$ cat src/qla_pkg.sv
// Constants, register map and types of the quad link input mode aggregator
package qla_pkg;
   localparam int NUM_PORTS = 4;
   localparam int CSI_FRAME_W = 40;
   localparam int RAW_FRAME_W = 28;
   localparam int OUT_W = 40;
   localparam int FIFO_DEPTH = 16;

   // Register offsets
   localparam logic [7:0] ADDR_PORT_SELECT = 8'h4C;
   localparam logic [7:0] ADDR_BACK_CHANNEL_CONFIG = 8'h58;
   localparam logic [7:0] ADDR_PORT_CONFIGURATION = 8'h6D;
   localparam logic [7:0] ADDR_RAW_HEADER = 8'h70;
   localparam logic [7:0] ADDR_VC_REMAP = 8'h71;
   localparam logic [7:0] ADDR_PORT_STATUS = 8'h72;

   // Field positions
   localparam int MODE_LSB = 0;
   localparam int RAW8_BIT = 2;
   localparam int BC_SEL_LSB = 0;
   localparam int HDR_DT_LSB = 0;
   localparam int HDR_VC_LSB = 6;

   // Input mode field codes
   typedef enum logic [1:0] {
      QLA_MODE_CSI = 2'h0,
      QLA_MODE_RAW12_LF = 2'h1,
      QLA_MODE_RAW12_HF = 2'h2,
      QLA_MODE_RAW10 = 2'h3
   } qla_mode_e;

   // Back channel rate select codes
   localparam logic [2:0] BC_SEL_2M5 = 3'h0;
   localparam logic [2:0] BC_SEL_10M = 3'h2;
   localparam logic [2:0] BC_SEL_50M = 3'h6;

   // Reset values
   localparam logic [7:0] RST_VC_REMAP = 8'hE4;
   localparam logic [7:0] RST_RAW_HEADER = 8'h00;
   localparam logic [1:0] RST_PORT_SELECT = 2'h0;

   // Rates and cycle counts
   localparam longint CLK_HZ = 50_000_000;
   localparam longint BC_RATE_2M5_BPS = 2_500_000;
   localparam longint BC_RATE_10M_BPS = 10_000_000;
   localparam longint BC_RATE_50M_BPS = 50_000_000;
   localparam int BC_DIV_2M5 = int'(CLK_HZ / BC_RATE_2M5_BPS);
   localparam int BC_DIV_10M = int'(CLK_HZ / BC_RATE_10M_BPS);
   localparam int BC_DIV_50M = int'(CLK_HZ / BC_RATE_50M_BPS);
   localparam int SYNC_GAP_PCLK = 10;
   localparam int STRAP_SETTLE_CYCLES = 2;

   // Link rate ratios against the reference clock
   localparam int SYNC_LINE_MULT = 160;
   localparam int SYNC_PCLK_MULT = 4;
   localparam int SYNC_BC_MULT = 2;
   localparam int NONSYNC_LINE_MULT = 80;
   localparam int RAW_LINE_MULT = 28;
   localparam longint MAX_CSI_LINE_BPS = 64'hF7F4_9000;

   // Default RAW data types
   localparam logic [5:0] DT_RAW8 = 6'h2A;
   localparam logic [5:0] DT_RAW10 = 6'h2B;
   localparam logic [5:0] DT_RAW12 = 6'h2C;
endpackage

$ cat src/qla_fifo.sv
// Parameterised valid/ready FIFO in flip-flops
`timescale 1ns/10ps
module qla_fifo #(
   parameter int WIDTH = 42,
   parameter int DEPTH = 16
) (
   // Clock and reset
   input wire logic ref_clk,
   input wire logic rstn,
   // Fill side
   input wire logic in_valid,
   output logic in_ready,
   input wire logic [WIDTH-1:0] in_data,
   // Drain side
   output logic out_valid,
   input wire logic out_ready,
   output logic [WIDTH-1:0] out_data
);
   localparam int AW = $clog2(DEPTH);

   logic [WIDTH-1:0] mem_q [DEPTH];
   logic [AW-1:0] wr_q;
   logic [AW-1:0] rd_q;
   logic [AW:0] cnt_q;
   logic push;
   logic pop;

   if (DEPTH < 2 || (1 << AW) != DEPTH)
   begin : g_bad_depth
      $error("qla_fifo: DEPTH must be a power of two of at least 2");
   end

   assign in_ready = (cnt_q != (AW+1)'(DEPTH));
   assign out_valid = (cnt_q != '0);
   assign out_data = mem_q[rd_q];
   assign push = in_valid && in_ready;
   assign pop = out_valid && out_ready;

   always_ff @(posedge ref_clk)
   begin
      if (push)
         mem_q[wr_q] <= in_data;
   end

   always_ff @(posedge ref_clk or negedge rstn)
   begin
      if (!rstn)
      begin
         wr_q <= '0;
         rd_q <= '0;
         cnt_q <= '0;
      end
      else
      begin
         if (push)
            wr_q <= wr_q + 1'b1;
         if (pop)
            rd_q <= rd_q + 1'b1;
         if (push && !pop)
            cnt_q <= cnt_q + 1'b1;
         else if (pop && !push)
            cnt_q <= cnt_q - 1'b1;
      end
   end
endmodule

$ cat src/qla_aggregator.sv
// Four-port input mode logic, header rewrite and stream aggregation
// Operation
// - Each port takes its input mode from a two-bit field of port_configuration.
// - The mode strap pin may choose the input mode instead of software.
// - Packetized ports accept 40-bit frames with payload and header information.
// - RAW ports accept 28-bit frames at a lower line rate.
// - Synchronous packetized: line 160x, pixel clock 4x, back channel 2x reference.
// - Non-synchronous packetized: line 80x serializer clock, pixel 2x or 1x.
// - Packetized ports accept line rates up to 4.16 Gbps.
// - Forward line rate is independent of the output rate.
// - Packetized ports remap incoming virtual channel numbers at their input.
// - RAW ports insert programmable virtual channel and data type in headers.
// - RAW 8, 10 or 12-bit pixels become matching RAW output streams.
// - RAW12 high frequency: 12 data plus 2 sync bits, 37.5-100 MHz.
// - RAW12 low frequency: 12 data plus 2 sync bits, 25-50 MHz.
// - RAW10: 10 data plus 2 sync bits, 50-100 MHz pixel clock.
// - All output leaves as one packet stream through one port.
// - Streams from any port are forwarded onto the single output.
// - Streams interleave as virtual channels with unique numbers in headers.
// - YUV formats with RAW packing pass with YUV data types.
// - The control register port runs continuously, independent of video blanking.
// - Back channel defaults: 50 Mbps packetized synchronous, 2.5 Mbps RAW.
`timescale 1ns/10ps
module qla_aggregator
   import qla_pkg::*;
#(
   parameter int FIFO_WORDS = qla_pkg::FIFO_DEPTH
) (
   // Clock and reset
   input wire logic ref_clk,
   input wire logic rstn,
   // Mode strap, level index 0..7
   input wire logic [2:0] mode_strap,
   // Control register port
   input wire logic reg_wr,
   input wire logic reg_rd,
   input wire logic [7:0] reg_addr,
   input wire logic [7:0] reg_wdata,
   output logic [7:0] reg_rdata,
   // Receive ports, deserialized frames
   input wire logic [qla_pkg::NUM_PORTS-1:0] rx_valid,
   output logic [qla_pkg::NUM_PORTS-1:0] rx_ready,
   input wire logic [qla_pkg::NUM_PORTS-1:0][qla_pkg::CSI_FRAME_W-1:0] rx_frame,
   // Back channel bit rate enables
   output logic [qla_pkg::NUM_PORTS-1:0] bc_tick,
   // Aggregated output stream
   output logic out_valid,
   input wire logic out_ready,
   output logic [1:0] out_vc,
   output logic [5:0] out_dt,
   output logic [31:0] out_data,
   output logic [1:0] out_port
);
   import qla_pkg::*;

   localparam int NP = NUM_PORTS;
   localparam int FW = OUT_W + 2;

   if (FIFO_WORDS < 2)
   begin : g_bad_words
      $error("qla_aggregator: FIFO_WORDS must be at least 2");
   end

   ////////////////////////////////////////////////////////////////////////////
   // Strap capture

   logic [2:0] strap_s1_q;
   logic [2:0] strap_s2_q;
   logic [1:0] settle_q;
   logic strap_load;
   logic strap_done_q;
   qla_mode_e strap_mode;
   logic strap_sync_csi;

   always_ff @(posedge ref_clk or negedge rstn)
   begin
      if (!rstn)
      begin
         strap_s1_q <= '0;
         strap_s2_q <= '0;
      end
      else
      begin
         strap_s1_q <= mode_strap;
         strap_s2_q <= strap_s1_q;
      end
   end

   always_ff @(posedge ref_clk or negedge rstn)
   begin
      if (!rstn)
      begin
         settle_q <= '0;
         strap_done_q <= 1'b0;
      end
      else
      begin
         if (!strap_done_q && settle_q != 2'(STRAP_SETTLE_CYCLES))
            settle_q <= settle_q + 1'b1;
         if (strap_load)
            strap_done_q <= 1'b1;
      end
   end

   // One load, after the synchroniser has filled
   assign strap_load = !strap_done_q && settle_q == 2'(STRAP_SETTLE_CYCLES);

   // Index 0/4 packetized, 1/5 RAW12 LF, 2/6 RAW12 HF, 3/7 RAW10
   always_comb
   begin
      strap_sync_csi = (strap_s2_q == 3'h4);
      case (strap_s2_q[1:0])
         2'h0: strap_mode = QLA_MODE_CSI;
         2'h1: strap_mode = QLA_MODE_RAW12_LF;
         2'h2: strap_mode = QLA_MODE_RAW12_HF;
         default: strap_mode = QLA_MODE_RAW10;
      endcase
   end

   ////////////////////////////////////////////////////////////////////////////
   // Registers

   logic [1:0] sel_q;
   logic [NP-1:0][1:0] mode_q;
   logic [NP-1:0] raw8_q;
   logic [NP-1:0][2:0] bc_sel_q;
   logic [NP-1:0][7:0] hdr_q;
   logic [NP-1:0][7:0] remap_q;
   logic [NP-1:0] sync_err_q;
   logic [NP-1:0] sync_err_set;
   logic wr_sel;

   assign wr_sel = reg_wr && reg_addr == ADDR_PORT_SELECT;

   always_ff @(posedge ref_clk or negedge rstn)
   begin
      if (!rstn)
         sel_q <= RST_PORT_SELECT;
      else if (wr_sel)
         sel_q <= reg_wdata[1:0];
   end

   // Writes accepted in any cycle but the strap load cycle, no dependence on stream state
   always_ff @(posedge ref_clk or negedge rstn)
   begin
      if (!rstn)
      begin
         mode_q <= '0;
         raw8_q <= '0;
         bc_sel_q <= '0;
         hdr_q <= '0;
         remap_q <= '0;
      end
      else
      begin
         for (int p = 0; p < NP; p++)
         begin
            if (strap_load)
            begin
               mode_q[p] <= strap_mode;
               if (strap_mode == QLA_MODE_CSI && strap_sync_csi)
                  bc_sel_q[p] <= BC_SEL_50M;
               else if (strap_mode == QLA_MODE_CSI)
                  bc_sel_q[p] <= BC_SEL_10M;
               else
                  bc_sel_q[p] <= BC_SEL_2M5;
               hdr_q[p] <= RST_RAW_HEADER;
               remap_q[p] <= RST_VC_REMAP;
            end
            else if (reg_wr && sel_q == 2'(p))
            begin
               case (reg_addr)
                  ADDR_PORT_CONFIGURATION:
                  begin
                     mode_q[p] <= reg_wdata[MODE_LSB +: 2];
                     raw8_q[p] <= reg_wdata[RAW8_BIT];
                  end
                  ADDR_BACK_CHANNEL_CONFIG: bc_sel_q[p] <= reg_wdata[BC_SEL_LSB +: 3];
                  ADDR_RAW_HEADER: hdr_q[p] <= reg_wdata;
                  ADDR_VC_REMAP: remap_q[p] <= reg_wdata;
                  default: ;
               endcase
            end
         end
      end
   end

   // Sync spacing flag, write one to clear, a new event wins
   always_ff @(posedge ref_clk or negedge rstn)
   begin
      if (!rstn)
         sync_err_q <= '0;
      else
      begin
         for (int p = 0; p < NP; p++)
         begin
            if (sync_err_set[p])
               sync_err_q[p] <= 1'b1;
            else if (reg_wr && reg_addr == ADDR_PORT_STATUS && reg_wdata[p])
               sync_err_q[p] <= 1'b0;
         end
      end
   end

   always_ff @(posedge ref_clk or negedge rstn)
   begin
      if (!rstn)
         reg_rdata <= '0;
      else if (reg_rd)
      begin
         case (reg_addr)
            ADDR_PORT_SELECT: reg_rdata <= {6'h00, sel_q};
            ADDR_PORT_CONFIGURATION: reg_rdata <= {5'h00, raw8_q[sel_q], mode_q[sel_q]};
            ADDR_BACK_CHANNEL_CONFIG: reg_rdata <= {5'h00, bc_sel_q[sel_q]};
            ADDR_RAW_HEADER: reg_rdata <= hdr_q[sel_q];
            ADDR_VC_REMAP: reg_rdata <= remap_q[sel_q];
            ADDR_PORT_STATUS: reg_rdata <= {strap_done_q, 3'h0, sync_err_q};
            default: reg_rdata <= 8'h00;
         endcase
      end
   end

   ////////////////////////////////////////////////////////////////////////////
   // Per-port back channel dividers and frame translation

   logic [NP-1:0][FW-1:0] word;
   logic [NP-1:0][4:0] bc_cnt_q;
   logic [NP-1:0][4:0] bc_div;
   logic [NP-1:0][1:0] sync_prev_q;
   logic [NP-1:0][3:0] gap_q;

   for (genvar p = 0; p < NP; p++)
   begin : g_port
      logic is_raw;
      logic [1:0] sync_in;
      logic [11:0] pix;
      logic [1:0] vc_in;
      logic [5:0] dt_def;
      logic [5:0] dt_raw;
      logic [31:0] data;
      logic [1:0] vc;
      logic [5:0] dt;

      assign is_raw = mode_q[p] != QLA_MODE_CSI;
      assign sync_in = rx_frame[p][13:12];
      assign vc_in = rx_frame[p][39:38];

      // Back channel bit period from the selected rate
      always_comb
      begin
         case (bc_sel_q[p])
            BC_SEL_50M: bc_div[p] = 5'(BC_DIV_50M);
            BC_SEL_10M: bc_div[p] = 5'(BC_DIV_10M);
            default: bc_div[p] = 5'(BC_DIV_2M5);
         endcase
      end

      always_ff @(posedge ref_clk or negedge rstn)
      begin
         if (!rstn)
            bc_cnt_q[p] <= '0;
         else if (bc_cnt_q[p] >= bc_div[p] - 5'h01)
            bc_cnt_q[p] <= '0;
         else
            bc_cnt_q[p] <= bc_cnt_q[p] + 5'h01;
      end
      assign bc_tick[p] = (bc_cnt_q[p] == '0);

      // RAW pixel width: 12 for both RAW12 modes, 10, or 8 on request
      always_comb
      begin
         pix = rx_frame[p][11:0];
         dt_def = DT_RAW12;
         if (raw8_q[p])
         begin
            pix = {4'h0, rx_frame[p][7:0]};
            dt_def = DT_RAW8;
         end
         else if (mode_q[p] == QLA_MODE_RAW10)
         begin
            pix = {2'h0, rx_frame[p][9:0]};
            dt_def = DT_RAW10;
         end
      end

      // Programmed type overrides the default, including YUV codes
      assign dt_raw = (hdr_q[p][HDR_DT_LSB +: 6] == 6'h00) ? dt_def :
                      hdr_q[p][HDR_DT_LSB +: 6];

      // 40-bit frame: vc, type, payload; 28-bit frame: sync and pixel
      always_comb
      begin
         if (is_raw)
         begin
            vc = hdr_q[p][HDR_VC_LSB +: 2];
            dt = dt_raw;
            data = {18'h00000, sync_in, pix};
         end
         else
         begin
            vc = remap_q[p][{vc_in, 1'b0} +: 2];
            dt = rx_frame[p][37:32];
            data = rx_frame[p][31:0];
         end
      end
      assign word[p] = {2'(p), vc, dt, data};

      // RAW10 sync spacing watch, counted in pixels
      always_ff @(posedge ref_clk or negedge rstn)
      begin
         if (!rstn)
         begin
            sync_prev_q[p] <= '0;
            gap_q[p] <= 4'(SYNC_GAP_PCLK - 1);
         end
         else if (rx_valid[p] && rx_ready[p] && is_raw)
         begin
            sync_prev_q[p] <= sync_in;
            if (sync_in != sync_prev_q[p])
               gap_q[p] <= '0;
            else if (gap_q[p] != 4'(SYNC_GAP_PCLK - 1))
               gap_q[p] <= gap_q[p] + 4'h1;
         end
      end
      assign sync_err_set[p] = rx_valid[p] && rx_ready[p] && mode_q[p] == QLA_MODE_RAW10 &&
                               sync_in != sync_prev_q[p] &&
                               gap_q[p] != 4'(SYNC_GAP_PCLK - 1);
   end

   ////////////////////////////////////////////////////////////////////////////
   // Round-robin forwarding onto the single output

   logic [1:0] rr_q;
   logic [1:0] grant;
   logic any_valid;
   logic fifo_in_ready;
   logic fifo_push;
   logic [FW-1:0] fifo_out;

   always_comb
   begin
      grant = rr_q;
      any_valid = 1'b0;
      for (int i = NP - 1; i >= 0; i--)
      begin
         if (rx_valid[2'(rr_q + 2'(i))])
         begin
            grant = 2'(rr_q + 2'(i));
            any_valid = 1'b1;
         end
      end
   end

   always_comb
   begin
      rx_ready = '0;
      rx_ready[grant] = fifo_in_ready && any_valid;
   end
   assign fifo_push = any_valid && fifo_in_ready;

   always_ff @(posedge ref_clk or negedge rstn)
   begin
      if (!rstn)
         rr_q <= '0;
      else if (fifo_push)
         rr_q <= grant + 2'h1;
   end

   qla_fifo #(
      .WIDTH(FW),
      .DEPTH(FIFO_WORDS)
   ) u_fifo (
      .ref_clk(ref_clk),
      .rstn(rstn),
      .in_valid(fifo_push),
      .in_ready(fifo_in_ready),
      .in_data(word[grant]),
      .out_valid(out_valid),
      .out_ready(out_ready),
      .out_data(fifo_out)
   );

   assign {out_port, out_vc, out_dt, out_data} = fifo_out;
endmodule

$ cat config.mk
export PLATFORM = sky130hd
export DESIGN_NAME = qla_aggregator
export DESIGN_NICKNAME = d
export VERILOG_FILES = /design/src/qla_pkg.sv /design/src/qla_fifo.sv /design/src/qla_aggregator.sv
export SDC_FILE = /design/constraint.sdc
export NUM_CORES = 1
export LEC_CHECK = 0
export BUFFER_PORTS_ARGS = -buffer_cell sky130_fd_sc_hd__buf_2
export CAP_MARGIN = 0
export CORE_ASPECT_RATIO = 2
export CORE_UTILIZATION = 60
export CTS_CLUSTER_SIZE = 24
export DETAILED_ROUTE_END_ITERATION = 10
export GPL_TIMING_DRIVEN = 0
export PLACE_DENSITY = 0.79
export REMOVE_ABC_BUFFERS = 1
export SYNTH_ARGS = -nofsm -noshare
export SYNTH_HDL_FRONTEND = slang
export SYNTH_SLANG_ARGS = --single-unit
$ cat constraint.sdc
create_clock -name ref_clk -period 13.1 [get_ports ref_clk]
set_input_delay 2.62 -clock ref_clk [delete_from_list [all_inputs] [get_ports ref_clk]]
set_output_delay 2.62 -clock ref_clk [all_outputs]
set_load 0.01 [all_outputs]
==> flow_metrics.env, run 1 <==
export IMPL_rsz0062_at_grt="false"
export IMPL_cts_buffer_depth=3
export IMPL_ant_nets=0
export IMPL_numPlacedInstances=3055
export IMPL_ys_warn_count=0
export IMPL_hold_class="reg -> reg"
export IMPL_start_util=0.606
export IMPL_path_clk_slew_ns=0.07
export IMPL_drt_iter0_drc=2174
export IMPL_antenna_found_initial=4
export IMPL_hold_end="strap_s2_q[0]"
export IMPL_synth_largest_area_cell="edfxtp_1"
export IMPL_mostFrequentLayoutCells="672 x edfxtp_1, 246 x buf_2, 240 x mux4_2"
export IMPL_die_h_um=350
export IMPL_hold_slack_ns=0.351
export IMPL_post_route_period_util=0.665
export IMPL_fill_cells=3746
export IMPL_hold_path_startpoint="strap_s1_q[0]"
export IMPL_dieArea_um2=61500
export IMPL_min_path_cells=0
export IMPL_worstMarginPinSlew_ns=1.52
export IMPL_gp_congestion=1.02
export IMPL_grt_max_degree=123
export IMPL_via_per_inst=6.83
export IMPL_row_count=127
export IMPL_critPathMaxFanout=21
export IMPL_layout_nets=2592
export IMPL_core_area_um2=59900
export IMPL_grt_usage=0.343
export IMPL_pin_count=247
export IMPL_synth_flop_cell="edfxtp_1"
export IMPL_synth_area_per_cell_um2=17.5
export IMPL_grt_pass1_wl_mm=149
export IMPL_port_buffers=246
export IMPL_dpl_hpwl_mm=66.1
export IMPL_setup_ws_ns=4.39
export IMPL_grt_pass1_vias=23100
export IMPL_reg2regPathDepth=7
export IMPL_post_place_ws_ns=4.53
export IMPL_htreeDepth=3
export IMPL_cts_made_buffers=69
export IMPL_p_leak_uw=0.0149
export IMPL_cts_resized=0
export IMPL_setup_violations_final=0
export IMPL_rr_endpoint="u_fifo.mem_q[13][14]"
export IMPL_drv_cap=1
export IMPL_cpMostUsedCell="buf_2"
export IMPL_synth_top_area_share=0.556
export IMPL_clock_fmax_mhz=115
export IMPL_status="finished, violations left"
export IMPL_postCtsHoldBufs=0
export IMPL_async_flop_share=0.202
export IMPL_ys_top_cells_by_area="edfxtp_1 56%, mux4_2 15%, dfrtp_1 11%, mux2_2 2.5%, ha_1 1.6%"
export IMPL_worstSetupPathType="in -> out"
export IMPL_slew_violations=17
export IMPL_yosys_cell_types_count=73
export IMPL_worstPathArrival_ns=6.09
export IMPL_cp_data_required_time_ns=10.48
export IMPL_timing_reg2reg_setup_slack_ns=7.34
export IMPL_violations="max-capacitance violations, max-slew violations"
export IMPL_setup_tns_ns=0
export IMPL_synth_seq_area_share=0.674
export IMPL_cp_end_kind="output port"
export IMPL_drt_total_wl_mm=102
export IMPL_fp_dieW_um=176
export IMPL_crit_path_top_delay_cell="nand3_1"
export IMPL_maxSlewHeadroom=-0.0215
export IMPL_final_cell_count_no_fill=3185
export IMPL_synthCells=2076
export IMPL_synth_seq_cells=842
export IMPL_reg2reg_from="rr_q[1]"
export IMPL_area_growth_pct=15.3
export IMPL_grt_ovfl_total=0
export IMPL_power_density_nw_per_um2=221
export IMPL_cp_cell_sequence="buf_2 > o21bai_1 > a21o_2 > nand3_1 > inv_2 > nor2_1 > buf_2"
export IMPL_drc_errors=0
export IMPL_clockRootBuffer="clkbuf_16"
export IMPL_wire_per_inst_um=32.1
export IMPL_start_kind="input pin"
export IMPL_layout_commonest_cell="edfxtp_1"
export IMPL_tritoncts="built"
export IMPL_synth_edf_count=672
export IMPL_postCtsSetupBuffers=0
export IMPL_ir_worst_vdd_uv=128
export IMPL_drive_above_1_share=0.328
export IMPL_cp_slowest_stage_delay_ns=1.00
export IMPL_finalClockSkew_ns=0.0227
export IMPL_clkSinkCount=842
export IMPL_netlist_area_um2=36300
export IMPL_hold_violations=0
export IMPL_clock_latency_ns=0.62
export IMPL_dr_pass1_iters=8
export IMPL_vias=21800
export IMPL_finalCriticalPeriod_ns=8.71
[final cells by class]
cell class | instances | area, µm² | area share
tap | 774 | 968 | 0.0231
sequential | 842 | 24500 | 0.585
antenna | 3 | 7.51 | 0.000179
timing repair buffer | 321 | 2560 | 0.0612
inverter | 36 | 135 | 0.00323
clock inverter | 45 | 400 | 0.00957
clock buffer | 77 | 1840 | 0.0440
multi-input combinational | 1087 | 11500 | 0.274
[stage by stage]
step / area [µm²] / total power [µW] / util
2_1_floorplan: 35900 / 6080 / -
3_3_place_gp: 38100 / 7240 / 0.635
3_5_place_dp: 39500 / 7170 / 0.660
4_1_cts: 41800 / 9280 / 0.697
5_1_grt: 41800 / 9570 / 0.698
6_report: 41800 / 9260 / 0.699
[worst max path at each step]
stage,start,to,depth (start not counted)
after floorplan,u_fifo.rd_q[0],out_data[0],2
after global placement,u_fifo.rd_q[0],out_vc[0],3
after detailed placement,rx_valid[3],rx_ready[0],7
after CTS,rx_valid[3],rx_ready[0],7
after global routing,rx_valid[3],rx_ready[0],7
final,rx_valid[3],rx_ready[0],7
[registers in the layout, summed over array words and instances, names as in the netlist, 4 cells and up]
register      cells
reg_rdata         8
bc_sel_q         12
u_fifo.cnt_q      5
bc_cnt_q         20
mode_q            8
u_fifo.wr_q       4
remap_q          32
raw8_q            4
gap_q            16
hdr_q            32
u_fifo.mem_q    672
sync_err_q        4
sync_prev_q       8
u_fifo.rd_q       4
[per-layer routing]
layer	track usage	vias to the layer above	routed length, µm
li1	-	8891	-
met5	0	-	27
met2	0.609	1386	54200
met3	0.0625	366	8240
met4	0.218	4	7200
met1	0.377	11100	32700
[cell families after synthesis]
kind of cell,Yosys count,synth area share
AND/OR/NAND/NOR,362,0.0484
XOR/XNOR,33,0.00796
multiplexers,362,0.185
flip-flops,842,0.674
AO/OA/AOI/OAI,275,0.0510
adder cells (fa/ha/maj),51,0.0175
buffers and inverters,150,0.0162
other,1,0.000103
[worst max-delay path, delay by kind of cell]
kind	cells	cell delay, ns
buffers and inverters	3	1.36
AND/OR/NAND/NOR	2	1.16
AO/OA/AOI/OAI	2	0.93
[synth_stat cells, types with 20 or more instances]
cell type	count
edfxtp_1	672
nor2_1	98
xnor2_1	21
mux4_2	240
dfrtp_1	162
a22oi_1	25
a21oi_1	47
nand2_1	114
mux2_2	79
buf_1	27
nand3_1	29
inv_1	36
ha_1	46
mux2i_1	41
a31oi_1	41
o21ai_0	38
a211oi_1	20
clkbuf_1	73
nor2b_1	21
[where the power goes]
group          leakage (µW)  switching [µW]  internal, µW
Sequential          0.00827             351          3680
Clock               0.00108             951          1140
Combinational       0.00556            1740          1400
Note: power is estimated with default switching activity, not from simulation.
==> run 2: changes to the inputs <==
Settings changed: CORE_UTILIZATION 60 to 55, PLACE_DENSITY 0.79 to 0.76.
Clock period 13.1 ns to 7.7 ns, I/O delays scaled along.
==> run 2 against run 1 <==
The flow still finishes with violations (max-capacitance violations, max-slew violations). Sequential share of layout area is 0.28 points lower. Sequential power is 68% higher. Utilization is 5.2 points lower. Power is 71% higher. Non-clock buffer count is 1 higher. Global-route usage is 3.3 points lower. Worst setup slack worse by 3.8 ns. Cell count is 3.4% higher. Flip-flop and latch count stayed put. Critical path depth is 1 higher. Die area is 9.0% higher. Final area is 0.48% higher. Critical endpoint unchanged. Largest cell class unchanged.
==> flow_metrics.env, run 2 (synthesized netlist as in run 1, its figures left out) <==
export IMPL_status="finished, violations left"
export IMPL_violations="max-capacitance violations, max-slew violations"
export IMPL_largest_register_ffs=672
export IMPL_dr_pass1_iters=6
export IMPL_grt_ovfl_total=0
export IMPL_finalClockSkew_ns=0.0199
export IMPL_dpl_hpwl_mm=65.9
export IMPL_power_density_nw_per_um2=376
export IMPL_clock_fmax_mhz=141
export IMPL_tritoncts="built"
export IMPL_numPlacedInstances=3156
export IMPL_postCtsSetupBuffers=0
export IMPL_clock_latency_ns=0.60
export IMPL_area_growth_pct=15.9
export IMPL_antenna_found_initial=6
export IMPL_port_buffers=246
export IMPL_via_per_inst=6.55
export IMPL_clkSinkCount=842
export IMPL_cp_end_kind="output port"
export IMPL_drive_above_1_share=0.328
export IMPL_slew_violations=17
export IMPL_top_regs="u_fifo.mem_q (672), hdr_q (32), remap_q (32)"
export IMPL_switchingPower_uw=5150
export IMPL_layout_commonest_cell="edfxtp_1"
export IMPL_ir_worst_vdd_uv=259
export IMPL_postCtsHoldBufs=0
export IMPL_grt_max_degree=88
export IMPL_hold_class="reg -> reg"
export IMPL_cp_data_required_time_ns=6.16
export IMPL_fill_cells=4453
export IMPL_dieArea_um2=67100
export IMPL_row_count=132
export IMPL_drt_total_wl_mm=101
export IMPL_path_clk_slew_ns=0.06
export IMPL_maxSlewHeadroom=-0.0496
export IMPL_critPathMaxFanout=38
export IMPL_start_util=0.558
export IMPL_ant_nets=0
export IMPL_critPathBufInv=4
export IMPL_clkPwrFrac=0.229
export IMPL_post_place_ws_ns=0.823
export IMPL_p_sw_frac=0.326
export IMPL_crit_path_top_delay_cell="nand3_1"
export IMPL_cpMostUsedCell="buf_2"
export IMPL_cts_made_buffers=72
export IMPL_cts_resized=0
export IMPL_cp_slowest_stage_delay_ns=1.04
export IMPL_pin_count=247
export IMPL_drc_errors=0
export IMPL_finalCriticalPeriod_ns=7.08
export IMPL_die_h_um=365
export IMPL_setup_violations_final=0
export IMPL_worstPathArrival_ns=5.54
export IMPL_grt_pass1_wl_mm=147
export IMPL_cts_buffer_depth=3
export IMPL_setup_ws_ns=0.621
export IMPL_drv_cap=1
export IMPL_p_leak_uw=0.0150
export IMPL_grt_usage=0.310
export IMPL_grt_pass1_vias=22800
export IMPL_path_delay_family="buffers and inverters"
export IMPL_drt_iter0_drc=1962
export IMPL_final_cell_count_no_fill=3293
export IMPL_comb_power_share=0.343
export IMPL_wire_per_inst_um=30.6
export IMPL_p_int_uw=10700
export IMPL_gp_congestion=1.03
export IMPL_start_kind="input pin"
export IMPL_worstSetupPathType="in -> out"
export IMPL_mostFrequentLayoutCells="672 x edfxtp_1, 245 x buf_2, 240 x mux4_2"
export IMPL_vias=21600
export IMPL_power_frac_seq=0.428
export IMPL_regMostFlops="u_fifo.mem_q"
export IMPL_post_route_period_util=0.919
export IMPL_fp_dieW_um=184
export IMPL_clockRootBuffer="clkbuf_16"
export IMPL_worstMarginPinSlew_ns=1.57
export IMPL_hold_violations=0
export IMPL_rsz0062_at_grt="false"
export IMPL_htreeDepth=3
export IMPL_power_uw=15800
export IMPL_layout_nets=2596
export IMPL_cp_cell_sequence="buf_2 > o21bai_1 > a21o_1 > nand3_1 > inv_2 > buf_12 > nor2_1 > buf_2"
export IMPL_core_area_um2=65100
export IMPL_fin_util=0.646
==> run 2: changes by cell type in the layout (fill, tap and decap cells not counted), sizes merged <==
cell / before / now
buf: 319 / 322
clkbuf: 79 / 92
clkinvlp: 7 / 2
diode: 3 / 5
inv: 38 / 39
clkinv: 30 / 28
bufinv: 6 / 5
==> run 2: area by class of cell <==
class,count,area [µm²],share of cell area
Clock buffer,92,1990,0.0474
Clock inverter,38,347,0.00824
Inverter,36,135,0.00321
Antenna cell,5,12.5,0.000298
Timing Repair Buffer,322,2560,0.0608
Multi-Input combinational cell,1087,11500,0.272
Tap cell,871,1090,0.0259
Sequential cell,842,24500,0.582
==> run 2: worst reg2reg max path: stages, from the launching register on <==
cell      delay (ns)
dfrtp_1         0.71
nand2b_1        0.18
a21o_1          1.00
nand3_1         1.05
inv_2           0.88
buf_12          0.29
a31oi_1         0.23
o21ai_1         0.92
==> run 2: per-stage QoR <==
stage | setup TNS (ns) | instance area [µm²] | hold slack (ns)
2_1_floorplan | -62.33 | 35900 | 0.331
3_3_place_gp | -1266.69 | 38200 | 0.333
3_5_place_dp | 0 | 39700 | 0.342
4_1_cts | 0 | 42000 | 0.341
5_1_grt | 0 | 42000 | 0.359
6_report | 0 | 42000 | 0.347
==> run 2: path summary, 6_finish.rpt <==
path | startpoint | to | slack, ns | cells after the start
worst max-delay path | rx_valid[3] | rx_ready[0] | 0.62 | 8
min in group asynchronous | rstn | reg_rdata[1] | 0.92 | 1
max in group asynchronous | rstn | u_fifo.rd_q[3] | 5.83 | 2
worst min-delay path | strap_s1_q[0] | strap_s2_q[0] | 0.35 | 0
worst min register to register | strap_s1_q[0] | strap_s2_q[0] | 0.35 | 0
worst max register to register | rr_q[1] | u_fifo.mem_q[11][24] | 2.07 | 7
==> run 2: metal layers <==
layer	track usage	up-vias	routed length [µm]
met3	0.0500	354	7840
li1	-	8913	-
met4	0.208	0	7490
met1	0.347	10900	33200
met5	0	-	0
met2	0.544	1372	52400
==> run 2: power by group through the flow <==
stage	registers [µW]	clock network, µW	logic, µW
after global routing	6830	3830	5740
after global placement	7340	0	4820
after floorplan	6990	0	3360
after detailed placement	6830	0	5390
after CTS	6770	3680	5460
final	6770	3630	5430
